## src/rtl/irke_pkg.sv

```systemverilog
package irke_pkg;

   // Core clock and resonator rates
   localparam int unsigned CLK_FREQ_KHZ = 10000;
   localparam int unsigned OSC_FREQ_KHZ = 455;
   // Core cycles per oscillator period, rounded to nearest
   localparam int unsigned OSC_DIV      = (CLK_FREQ_KHZ + OSC_FREQ_KHZ / 2) / OSC_FREQ_KHZ;

   // Matrix geometry
   localparam int unsigned NUM_DRIVE = 7;
   localparam int unsigned NUM_SENSE = 7;
   localparam logic [2:0] GND_COL      = 3'h7;
   localparam logic [2:0] CARRIER_COL  = 3'h6;
   localparam logic [2:0] LAST_STEP    = 3'h7;
   localparam logic [2:0] ADDR_NONE    = 3'h7;
   localparam logic [2:0] PAIR_ROW     = 3'h7;
   localparam logic [6:0] DRIVE_ALL    = 7'h7f;
   localparam logic [6:0] DRIVE_ONE    = 7'h01;
   localparam logic [6:0] PAIR_MASK    = 7'h60;

   // Pulse train timing in oscillator periods
   localparam int unsigned UNIT_OSC_FLASH   = 1152;
   localparam int unsigned UNIT_OSC_CARRIER = 1536;
   localparam int unsigned WORD_OSC_FLASH   = 55296;
   localparam int unsigned WORD_OSC_CARRIER = 73728;
   localparam logic [1:0]  DIV_MOD_FLASH    = 2'h3;
   localparam logic [1:0]  DIV_MOD_CARRIER  = 2'h0;
   localparam int unsigned UNIT_PRESCALE    = UNIT_OSC_FLASH / 3;
   localparam int unsigned WORD_UNITS       = WORD_OSC_FLASH / UNIT_OSC_FLASH;
   localparam logic [5:0]  WORD_UNITS_M1    = 6'(WORD_UNITS - 1);
   localparam logic [4:0]  FLASH_PULSE_M1   = 5'h03;
   localparam int unsigned CARRIER_BURST    = 8;

   // Bit spacing in units
   localparam logic [1:0] ZERO_UNITS = 2'h2;
   localparam logic [1:0] ONE_UNITS  = 2'h3;
   localparam logic       REF_BIT    = 1'b0;
   localparam logic [3:0] LAST_PULSE = 4'ha;

   // Sequencing in units and oscillator periods
   localparam logic [5:0] DEBOUNCE_M1    = 6'h05;
   localparam logic [1:0] RELEASE_UNITS  = 2'h1;
   localparam logic [5:0] SCAN_MULTI_M1  = 6'h08;
   localparam logic [2:0] SCAN_STEP_M1   = 3'h3;

   typedef enum logic [2:0] {
      ST_STANDBY,
      ST_DEBOUNCE,
      ST_SCAN,
      ST_DECIDE,
      ST_WAIT
   } irke_state_t;

endpackage : irke_pkg

```

## src/rtl/irke_sync.sv

```systemverilog
`timescale 1ns/1ns
`default_nettype none

module irke_sync #(
   parameter int unsigned WIDTH = 1
) (
   // Clock and reset
   input  wire logic             mclk,
   input  wire logic             nrst,
   // Raw and synchronised levels
   input  wire logic [WIDTH-1:0] din,
   output var  logic [WIDTH-1:0] dout
);

   typedef struct packed {
      logic [WIDTH-1:0] s1;
      logic [WIDTH-1:0] s2;
   } irke_sync_t;

   irke_sync_t r;
   irke_sync_t next_r;

   always_comb begin
      next_r    = r;
      next_r.s1 = din;
      next_r.s2 = r.s1;
   end

   // Idle level of pulled-up pins is high
   always_ff @(posedge mclk or negedge nrst) begin
      if (!nrst) begin
         r <= '1;
      end else begin
         r <= next_r;
      end
   end

   assign dout = r.s2;

endmodule : irke_sync

`default_nettype wire

```

## src/rtl/irke_step_decode.sv

```systemverilog
`timescale 1ns/1ns
`default_nettype none

module irke_step_decode (
   // Step context
   input  wire logic       gnd_step,
   input  wire logic [2:0] col,
   input  wire logic [6:0] gnd_mask,
   // Pressed sense lines, high when pulled low
   input  wire logic [6:0] sense_low,
   // Result of this step
   output var  logic [1:0] keys,
   output var  logic [5:0] code
);

   logic [6:0] eff;
   logic [6:0] rest;
   logic       pair;
   logic [2:0] cnt;
   logic [2:0] row;

   always_comb begin
      eff  = gnd_step ? sense_low : (sense_low & ~gnd_mask);
      pair = (eff & irke_pkg::PAIR_MASK) == irke_pkg::PAIR_MASK;
      rest = pair ? (eff & ~irke_pkg::PAIR_MASK) : eff;
      cnt  = {2'b00, pair};
      row  = irke_pkg::PAIR_ROW;
      for (int j = irke_pkg::NUM_SENSE - 1; j >= 0; j--) begin
         if (rest[j]) begin
            cnt = cnt + 3'h1;
            row = 3'(j);
         end
      end
      keys = (cnt > 3'h2) ? 2'h2 : cnt[1:0];
      code = {row, col};
   end

endmodule : irke_step_decode

`default_nettype wire

```

## src/rtl/irke_encoder.sv

```systemverilog
// What this block does
// - In standby all drive lines pull low so any key pulls its sense line.
// - Sense low starts oscillator, waits debounce, then drives lines one by one.
// - First scan latches transmission mode, subsystem address and command code.
// - Address sampled only on first scan; later address input changes ignored.
// - Command code re-sensed every scan and follows the currently pressed key.
// - With several keys pressed no new output word is started.
// - Multiple key condition scans at a faster repetition rate.
// - Sense line grounded masks other keys on it; ground code is sent.
// - Sense lines 5 and 6 together on one drive give codes 56 to 63.
// - Code is eight times sense index plus drive index; ground is drive 7.
// - Valid key sends repeated words with latched address and command.
// - Release or multiple press stops sending, but a started word completes.
// - Toggle counter advances after release of one unit, not in multi sequence.
// - Unit is 1152 periods flashed, 1536 carrier; flash pulse four periods.
// - Divider modulus 3 flashed, 4 carrier; word periods 55296 and 73728.
// - Pulse spacing two units means zero, three units means one.
// - Carrier pulse is a burst of one-period cycles, eight by default.
// - Drive line 6 on address input selects carrier, else flashed.
// - Highest drive 0..5 on address input gives address; none sends 111.
// - Word sends two toggle bits, three address bits, six command bits.
// - Carrier mode replaces first toggle bit by a constant reference spacing.
// - Debounce lasts between four and nine units.
// - Minimum release time for toggle advance is one unit.
`timescale 1ns/1ns
`default_nettype none

module irke_encoder #(
   parameter int unsigned OSC_DIV       = irke_pkg::OSC_DIV,
   parameter int unsigned UNIT_PRESCALE = irke_pkg::UNIT_PRESCALE,
   parameter int unsigned CARRIER_BURST = irke_pkg::CARRIER_BURST
) (
   // Clock and reset
   input  wire logic       mclk,
   input  wire logic       nrst,
   // Key matrix
   input  wire logic [6:0] key_sense_line_n,
   output var  logic [6:0] key_drive_line_out,
   output var  logic [6:0] key_drive_line_oe,
   // Strap wiring, low when tied to a low drive line
   input  wire logic       address_mode_input,
   // LED stage
   output var  logic       ir_pulse_output,
   // Status
   output var  logic       osc_running,
   output var  logic       word_active
);

   localparam logic [7:0] DIV_M1   = 8'(OSC_DIV - 1);
   localparam logic [7:0] DIV_HALF = 8'(OSC_DIV / 2);
   localparam logic [8:0] UNIT_M1  = 9'(UNIT_PRESCALE - 1);
   localparam logic [4:0] BURST_M1 = 5'(CARRIER_BURST - 1);

   typedef struct packed {
      irke_pkg::irke_state_t state;
      logic [7:0]            div_cnt;
      logic [1:0]            pre_cnt;
      logic [8:0]            unit_cnt;
      logic [5:0]            tmr;
      logic [5:0]            period_cnt;
      logic                  period_on;
      logic [2:0]            step;
      logic [2:0]            step_osc;
      logic [6:0]            gnd_mask;
      logic [1:0]            scan_keys;
      logic [5:0]            scan_code;
      logic [2:0]            scan_addr;
      logic                  scan_carrier;
      logic                  first_scan;
      logic                  carrier;
      logic [2:0]            addr;
      logic [5:0]            cmd;
      logic                  multi;
      logic                  sent;
      logic [1:0]            toggle;
      logic [1:0]            rel_cnt;
      logic                  rel_done;
      logic                  word_on;
      logic [10:0]           word;
      logic [3:0]            pulse_idx;
      logic [1:0]            gap_left;
      logic                  pulse_on;
      logic [4:0]            pulse_osc;
      logic [6:0]            drive_oe;
      logic                  ir_out;
      logic                  osc_run;
   } irke_regs_t;

   irke_regs_t r;
   irke_regs_t next_r;

   logic [6:0] sense_sync;
   logic       address_mode_input_sync;
   logic [6:0] sense_low;
   logic       any_key;
   logic [1:0] dec_keys;
   logic [5:0] dec_code;
   logic [2:0] step_col;
   logic       gnd_step;

   irke_sync #(
      .WIDTH (8)
   ) u_sync (
      .mclk (mclk),
      .nrst (nrst),
      .din  ({address_mode_input, key_sense_line_n}),
      .dout ({address_mode_input_sync, sense_sync})
   );

   assign sense_low = ~sense_sync;
   assign any_key   = |sense_low;
   assign gnd_step  = (r.step == 3'h0);
   assign step_col  = gnd_step ? irke_pkg::GND_COL : (r.step - 3'h1);

   irke_step_decode u_dec (
      .gnd_step  (gnd_step),
      .col       (step_col),
      .gnd_mask  (r.gnd_mask),
      .sense_low (sense_low),
      .keys      (dec_keys),
      .code      (dec_code)
   );

   logic       osc_tick;
   logic       unit_tick;
   logic       fire;
   logic       start_scan;
   logic [1:0] pre_max;
   logic [4:0] plen_m1;
   logic [2:0] addr_now;
   logic       carrier_now;
   logic [2:0] keys_sum;

   always_comb begin
      next_r      = r;
      osc_tick    = 1'b0;
      unit_tick   = 1'b0;
      fire        = 1'b0;
      start_scan  = 1'b0;
      addr_now    = r.first_scan ? r.scan_addr : r.addr;
      carrier_now = r.first_scan ? r.scan_carrier : r.carrier;
      keys_sum    = {1'b0, r.scan_keys} + {1'b0, dec_keys};
      // Modulus 3 flashed, 4 carrier, so carrier units and words are a third longer
      pre_max     = (r.carrier ? irke_pkg::DIV_MOD_CARRIER : irke_pkg::DIV_MOD_FLASH) - 2'h1;
      plen_m1     = r.carrier ? BURST_M1 : irke_pkg::FLASH_PULSE_M1;

      // Oscillator only runs while awake
      if (r.osc_run) begin
         if (r.div_cnt == DIV_M1) begin
            next_r.div_cnt = '0;
            osc_tick       = 1'b1;
         end else begin
            next_r.div_cnt = r.div_cnt + 8'h01;
         end
      end else begin
         next_r.div_cnt = '0;
      end
      if (osc_tick) begin
         if (r.pre_cnt == pre_max) begin
            next_r.pre_cnt = '0;
            if (r.unit_cnt == UNIT_M1) begin
               next_r.unit_cnt = '0;
               unit_tick       = 1'b1;
            end else begin
               next_r.unit_cnt = r.unit_cnt + 9'h001;
            end
         end else begin
            next_r.pre_cnt = r.pre_cnt + 2'h1;
         end
      end

      // Release watch needs all drives low, so it pauses during scans
      if (r.osc_run && r.state != irke_pkg::ST_SCAN) begin
         if (any_key) begin
            next_r.rel_cnt  = '0;
            next_r.rel_done = 1'b0;
         end else if (unit_tick && !r.rel_done) begin
            // First tick only ends a partial unit, so one more is needed
            if (r.rel_cnt == irke_pkg::RELEASE_UNITS) begin
               next_r.rel_done = 1'b1;
               if (r.sent) begin
                  next_r.toggle = r.toggle + 2'h1;
               end
            end else begin
               next_r.rel_cnt = r.rel_cnt + 2'h1;
            end
         end
      end

      // Word period from start of one word to the next
      if (r.period_on && unit_tick) begin
         if (r.period_cnt == irke_pkg::WORD_UNITS_M1) begin
            next_r.period_on = 1'b0;
         end else begin
            next_r.period_cnt = r.period_cnt + 6'h01;
         end
      end

      // Pulse distance serialiser
      if (r.word_on && unit_tick) begin
         if (r.gap_left == 2'h1) begin
            fire             = 1'b1;
            next_r.pulse_idx = r.pulse_idx + 4'h1;
            next_r.word      = {r.word[9:0], 1'b0};
            if (r.pulse_idx == irke_pkg::LAST_PULSE) begin
               next_r.word_on = 1'b0;
            end else begin
               next_r.gap_left = r.word[9] ? irke_pkg::ONE_UNITS : irke_pkg::ZERO_UNITS;
            end
         end else begin
            next_r.gap_left = r.gap_left - 2'h1;
         end
      end

      unique case (r.state)
         irke_pkg::ST_STANDBY: begin
            if (any_key) begin
               next_r.state      = irke_pkg::ST_DEBOUNCE;
               next_r.osc_run    = 1'b1;
               next_r.tmr        = '0;
               next_r.first_scan = 1'b1;
               next_r.unit_cnt   = '0;
               next_r.pre_cnt    = '0;
            end
         end
         irke_pkg::ST_DEBOUNCE: begin
            if (unit_tick) begin
               if (r.tmr == irke_pkg::DEBOUNCE_M1) begin
                  start_scan = 1'b1;
               end else begin
                  next_r.tmr = r.tmr + 6'h01;
               end
            end
         end
         irke_pkg::ST_SCAN: begin
            if (osc_tick) begin
               if (r.step_osc == irke_pkg::SCAN_STEP_M1) begin
                  next_r.step_osc = '0;
                  if (gnd_step) begin
                     next_r.gnd_mask  = sense_low;
                     next_r.scan_keys = dec_keys;
                  end else begin
                     next_r.scan_keys = (keys_sum > 3'h2) ? 2'h2 : keys_sum[1:0];
                     // Later, higher drives overwrite, so the highest wins
                     if (!address_mode_input_sync && step_col < irke_pkg::CARRIER_COL) begin
                        next_r.scan_addr = step_col;
                     end
                     if (!address_mode_input_sync && step_col == irke_pkg::CARRIER_COL) begin
                        next_r.scan_carrier = 1'b1;
                     end
                  end
                  if (dec_keys == 2'h1) begin
                     next_r.scan_code = dec_code;
                  end
                  if (r.step == irke_pkg::LAST_STEP) begin
                     next_r.state = irke_pkg::ST_DECIDE;
                  end else begin
                     next_r.step = r.step + 3'h1;
                  end
               end else begin
                  next_r.step_osc = r.step_osc + 3'h1;
               end
            end
         end
         irke_pkg::ST_DECIDE: begin
            if (r.first_scan) begin
               next_r.addr       = r.scan_addr;
               next_r.carrier    = r.scan_carrier;
               next_r.first_scan = 1'b0;
            end
            next_r.tmr   = '0;
            next_r.state = irke_pkg::ST_WAIT;
            if (r.scan_keys == 2'h0) begin
               // Only reached once the word period is over
               next_r.state   = irke_pkg::ST_STANDBY;
               next_r.osc_run = 1'b0;
               next_r.carrier = 1'b0;
               next_r.multi   = 1'b0;
               next_r.sent    = 1'b0;
               if (r.sent && !r.rel_done) begin
                  next_r.toggle = r.toggle + 2'h1;
               end
            end else if (r.scan_keys == 2'h2) begin
               next_r.multi = 1'b1;
            end else begin
               next_r.multi = 1'b0;
               next_r.cmd   = r.scan_code;
               if (!r.period_on && !r.word_on) begin
                  next_r.word       = {carrier_now ? irke_pkg::REF_BIT : r.toggle[1],
                                       r.toggle[0], addr_now, r.scan_code};
                  next_r.word_on    = 1'b1;
                  next_r.sent       = 1'b1;
                  next_r.period_on  = 1'b1;
                  next_r.period_cnt = '0;
                  next_r.pulse_idx  = '0;
                  next_r.gap_left   = ((!carrier_now && r.toggle[1]) ?
                                       irke_pkg::ONE_UNITS : irke_pkg::ZERO_UNITS);
                  next_r.div_cnt    = '0;
                  next_r.pre_cnt    = '0;
                  next_r.unit_cnt   = '0;
                  fire              = 1'b1;
               end
            end
         end
         irke_pkg::ST_WAIT: begin
            if (r.multi) begin
               if (unit_tick) begin
                  if (r.tmr == irke_pkg::SCAN_MULTI_M1) begin
                     start_scan = 1'b1;
                  end else begin
                     next_r.tmr = r.tmr + 6'h01;
                  end
               end
            end else if (!r.period_on && !r.word_on) begin
               // A started word always runs to its end first
               start_scan = 1'b1;
            end
         end
      endcase

      if (start_scan) begin
         next_r.state        = irke_pkg::ST_SCAN;
         next_r.step         = '0;
         next_r.step_osc     = '0;
         next_r.scan_keys    = '0;
         next_r.gnd_mask     = '0;
         next_r.scan_addr    = irke_pkg::ADDR_NONE;
         next_r.scan_carrier = 1'b0;
      end

      if (fire) begin
         next_r.pulse_on  = 1'b1;
         next_r.pulse_osc = '0;
      end else if (r.pulse_on && osc_tick) begin
         if (r.pulse_osc == plen_m1) begin
            next_r.pulse_on = 1'b0;
         end else begin
            next_r.pulse_osc = r.pulse_osc + 5'h01;
         end
      end

      // Carrier cycles are high for the first half of each period
      next_r.ir_out = next_r.pulse_on &&
                      (!next_r.carrier || next_r.div_cnt < DIV_HALF);

      // Step 0 drives nothing so only grounded keys show
      if (next_r.state == irke_pkg::ST_SCAN) begin
         if (next_r.step == 3'h0) begin
            next_r.drive_oe = '0;
         end else begin
            next_r.drive_oe = irke_pkg::DRIVE_ONE << (next_r.step - 3'h1);
         end
      end else begin
         next_r.drive_oe = irke_pkg::DRIVE_ALL;
      end
   end

   always_ff @(posedge mclk or negedge nrst) begin
      if (!nrst) begin
         r          <= '0;
         r.state    <= irke_pkg::ST_STANDBY;
         r.drive_oe <= irke_pkg::DRIVE_ALL;
         r.addr     <= irke_pkg::ADDR_NONE;
      end else begin
         r <= next_r;
      end
   end

   // Open drain: the data line is a constant low register
   always_ff @(posedge mclk or negedge nrst) begin
      if (!nrst) begin
         key_drive_line_out <= '0;
      end else begin
         key_drive_line_out <= '0;
      end
   end

   assign key_drive_line_oe = r.drive_oe;
   assign ir_pulse_output   = r.ir_out;
   assign osc_running       = r.osc_run;
   assign word_active       = r.word_on;

endmodule : irke_encoder

`default_nettype wire

```

## config.mk

```make
export PLATFORM = sky130hd
export DESIGN_NAME = irke_encoder
export DESIGN_NICKNAME = d
export VERILOG_FILES = /design/src/rtl/irke_pkg.sv /design/src/rtl/irke_sync.sv /design/src/rtl/irke_step_decode.sv /design/src/rtl/irke_encoder.sv
export SDC_FILE = /design/constraint.sdc
export NUM_CORES = 1
export LEC_CHECK = 0
export BUFFER_PORTS_ARGS = -buffer_cell sky130_fd_sc_hd__buf_2
export CORE_MARGIN = 5
export CORE_UTILIZATION = 56
export DETAILED_ROUTE_END_ITERATION = 6
export PLACE_DENSITY_LB_ADDON = 0.3
export SYNTH_ARGS = -nofsm -noshare
export SYNTH_HDL_FRONTEND = slang
export SYNTH_SLANG_ARGS = --single-unit
```

## constraint.sdc

```tcl
create_clock -name mclk -period 5.61 [get_ports mclk]
set_input_delay 0.2805 -clock mclk [delete_from_list [all_inputs] [get_ports mclk]]
set_output_delay 0.2805 -clock mclk [all_outputs]
set_load 0.005 [all_outputs]
```

==> flow_metrics.py <==
metrics = {
    "finish": {
        "fin_util": 0.660,
        "register_area_um2": 3040,
        "multi_input_area_um2": 3080,
        "diodes": 0,
        "drive_gt1_frac": 0.172,
        "final_common_cell": "dfrtp_1",
        "synthToLayoutAreaGrowth_pct": 14.3,
        "finalInstanceArea_um2": 7240,
        "nNetsFinal": 715,
        "fillers": 856,
        "layout_common_cells": "dfrtp_1, nor2_1, nand2_1, a21oi_1, dfstp_2",
    },
    "drt": {
        "antenna_left": 0,
        "drcViolationCount": 0,
        "dr.pass1.iters": 4,
        "dr_total_vias": 4830,
        "first_iter_violations": 336,
        "viasPerCell": 5.78,
        "drt_wl_total_um": 12600,
        "wl_per_cell_um": 15.0,
    },
    "logic_synthesis": {
        "syn_area_um2": 6340,
        "synthFlopType": "dfrtp_1",
        "yosysWarnings": 0,
        "syn-mean-instance-area_um2": 9.54,
        "synth.distinct_cells": 70,
        "ys_seq_area_frac": 0.479,
        "synth_edf_count": 0,
        "ys_ff_latch": 120,
        "async_reset_ff_frac": 1.00,
        "netlist_instances": 664,
    },
    "critical_path": {
        "worst_path_max_delay_cell": "dfrtp_2",
        "reg2reg_depth": 25,
        "max_stage_delay_ns": 0.45,
        "worst-path-buf-inv": 2,
        "path_delay_family": "adder cells",
        "worstSetupStartpointType": "register",
        "worstPathMaxFanout": 8,
        "reg2reg_to": "r[61]",
        "r2r_setup_slack_ns": 0.35,
        "startpoint": "r[74]",
        "cp_common_cell": "ha_1",
        "critPathCaptureType": "register",
        "arrival_ns": 5.60,
        "critical_path_class": "register to register",
        "r2r-start": "r[74]",
        "required_ns": 5.96,
    },
    "power_and_ir_drop": {
        "clkPwrFrac": 0.534,
        "p_comb_frac": 0.056,
        "sequentialPowerShare": 0.410,
        "cellPowerDensity_nw_per_um2": 297,
        "swShare": 0.211,
        "irDropWorstVdd_v": 0.000410,
        "leakagePower_nw": 3.29,
        "p_switching_w": 0.000454,
        "p_int_w": 0.00170,
    },
    "grt": {
        "grt_pass1_vias": 4821,
        "grt_max_degree": 81,
        "groute.usage.overall": 0.206,
        "grt_pass1_wl_um": 21900,
        "grt_antenna_before_repair": 0,
        "gr-total-overflow": 0,
    },
    "run": {
        "maxCapViolations": 0,
    },
    "die": {
        "fp.dieW_um": 116,
        "core.rowCount": 38,
        "io_pins": 27,
        "die_h_um": 116,
        "initial_utilization": 0.577,
        "dieArea_um2": 13500,
        "core_um2": 11000,
    },
    "cts": {
        "clock_latency_ns": 0.42,
        "cts_tree": "yes",
        "cts_num_sinks": 120,
        "clockRootBuffer": "clkbuf_16",
        "numCtsBuffers": 17,
        "clk_pin_slew_ns": 0.05,
        "clockBufferDepth": 2,
        "h-tree-depth": 4,
    },
    "outcome": {
        "status": "completed",
    },
    "sta": {
        "worst_pin_slew_ns": 0.958,
        "fin_skew_ns": 0.00715,
        "period_needed_ns": 5.26,
        "whs_ns": 0.355,
        "finalMaxSlewViolations": 0,
        "fin_crit_sh": 0.937,
        "fmax_mhz": 190,
        "tns_ns": 0,
        "finalHoldViolations": 0,
        "setup_viol": 0,
        "slew_headroom": 0.362,
    },
    "worst_hold_path": {
        "min_path_type": "register to register",
        "whs_endpoint": "u_sync.dout[3]",
        "hold_depth": 0,
        "min_from": "u_sync.next_r[3]",
    },
    "place": {
        "place_area_um2": 6440,
        "hpwl_um": 8550,
        "io_buffer_count": 19,
        "place_congestion": 0.809,
    },
}
-- stage by stage --
stage,setup slack [ns],power (W),std cells
6_report,0.354,0.00215,836
5_1_grt,-0.0106,0.00224,836
4_1_cts,0.0767,0.00217,834
3_5_place_dp,-0.0938,0.00100,792
3_3_place_gp,0.156,0.000998,792
2_1_floorplan,0.343,0.000972,670
-- Yosys cell counts (3+ instances only) --
cell type / n / area share
dfstp_2: 26 / 0.11
dfrtp_1: 94 / 0.37
nand2_1: 80 / 0.047
a31oi_1: 17 / 0.017
o2111ai_1: 4 / 0.0055
a211oi_1: 6 / 0.0071
inv_1: 19 / 0.011
clkbuf_1: 20 / 0.012
nor4_1: 3 / 0.0030
a21oi_2: 6 / 0.0083
mux2_2: 4 / 0.0071
nand3b_1: 4 / 0.0047
ha_1: 21 / 0.041
a211o_1: 3 / 0.0041
and3_1: 10 / 0.0099
nor3_1: 16 / 0.013
xnor2_1: 15 / 0.021
o211ai_1: 5 / 0.0059
mux2i_1: 4 / 0.0063
a21oi_1: 43 / 0.034
nand4_1: 15 / 0.015
o21ai_0: 24 / 0.019
a21o_1: 3 / 0.0036
xor2_1: 17 / 0.023
nand2b_1: 6 / 0.0059
or3_1: 6 / 0.0059
nor2b_1: 8 / 0.0079
buf_4: 14 / 0.017
o21ai_1: 4 / 0.0032
buf_2: 6 / 0.0047
nor2_1: 86 / 0.051
nand3_1: 25 / 0.020
-- sequential cells by signal (all words and copies together) (netlist names) --
| register | count |
|---|---|
| r | 94 |
| u_sync.dout | 8 |
| u_sync.next_r | 8 |
| key_drive_line_oe | 7 |
| ir_pulse_output | 1 |
| osc_running | 1 |
| word_active | 1 |
-- how the worst max path moves through the flow --
stage | endpoint | cells after the start | slack, ns
after floorplan | r[61] | 24 | 0.34
after detailed placement | r[61] | 24 | -0.09
after global placement | r[61] | 24 | 0.16
after global routing | r[61] | 24 | -0.01
after CTS | r[61] | 25 | 0.08
final | r[61] | 25 | 0.35
-- worst register-to-register path, cell delays in order, from the launching register on --
cell and delay [ns]:
dfrtp_2 0.45, inv_1 0.14, ha_2 0.23, nand2b_4 0.11
a21oi_4 0.23, nor2_2 0.08, nor2b_2 0.16, nor2_2 0.09
ha_1 0.28, nand2_1 0.12, nand2_1 0.09, ha_1 0.32
a211oi_2 0.22, nor2_1 0.08, ha_1 0.27, inv_1 0.03
mux2_2 0.28, a31oi_4 0.19, ha_2 0.23, xnor2_2 0.10
o32ai_4 0.30, and3_1 0.21, fa_1 0.45, nor3_2 0.23
o2111ai_1 0.15, a21oi_2 0.15
-- repair_timing --
action                     CTS  global route
hold buffers                 9             0
pin swaps                    1             0
setup endpoints to repair    2             2
resized for setup            1            11
setup buffers                1             2
hold endpoints to repair    48             0
-- power by group through the flow --
stage	Clock, W	Combinational, W	Sequential (W)
floorplan	0	0.0000775	0.000895
finish	0.00115	0.000120	0.000883
CTS	0.00117	0.000115	0.000882
global route	0.00122	0.000135	0.000883
detailed placement	0	0.000106	0.000896
global placement	0	0.000101	0.000896
-- layout make-up --
cell class,instances,area share
multi-input combinational,488,0.425
timing repair buffer,36,0.0342
sequential,120,0.419
inverter,20,0.0104
clock buffer,22,0.0641
tap,140,0.0242
clock inverter,10,0.0231
-- routing by layer --
| layer | up-vias | GRT usage | share of wire |
|---|---|---|---|
| li1 | 2359 | - | - |
| met1 | 2365 | 0.259 | 0.44 |
| met5 | - | 0 | 0 |
| met2 | 90 | 0.333 | 0.50 |
| met3 | 16 | 0.0642 | 0.040 |
| met4 | 0 | 0.0812 | 0.014 |
-- kinds of logic after synthesis --
| logic type | synth area share |
|---|---|
| AND/OR/NAND/NOR | 0.212 |
| AO/OA/AOI/OAI | 0.138 |
| flip-flops | 0.479 |
| buffers and inverters | 0.0486 |
| XOR/XNOR | 0.0567 |
| adder cells (fa/ha/maj) | 0.0478 |
| multiplexers | 0.0182 |
| other | 0.000592 |
(Power assumes the default switching activity.)
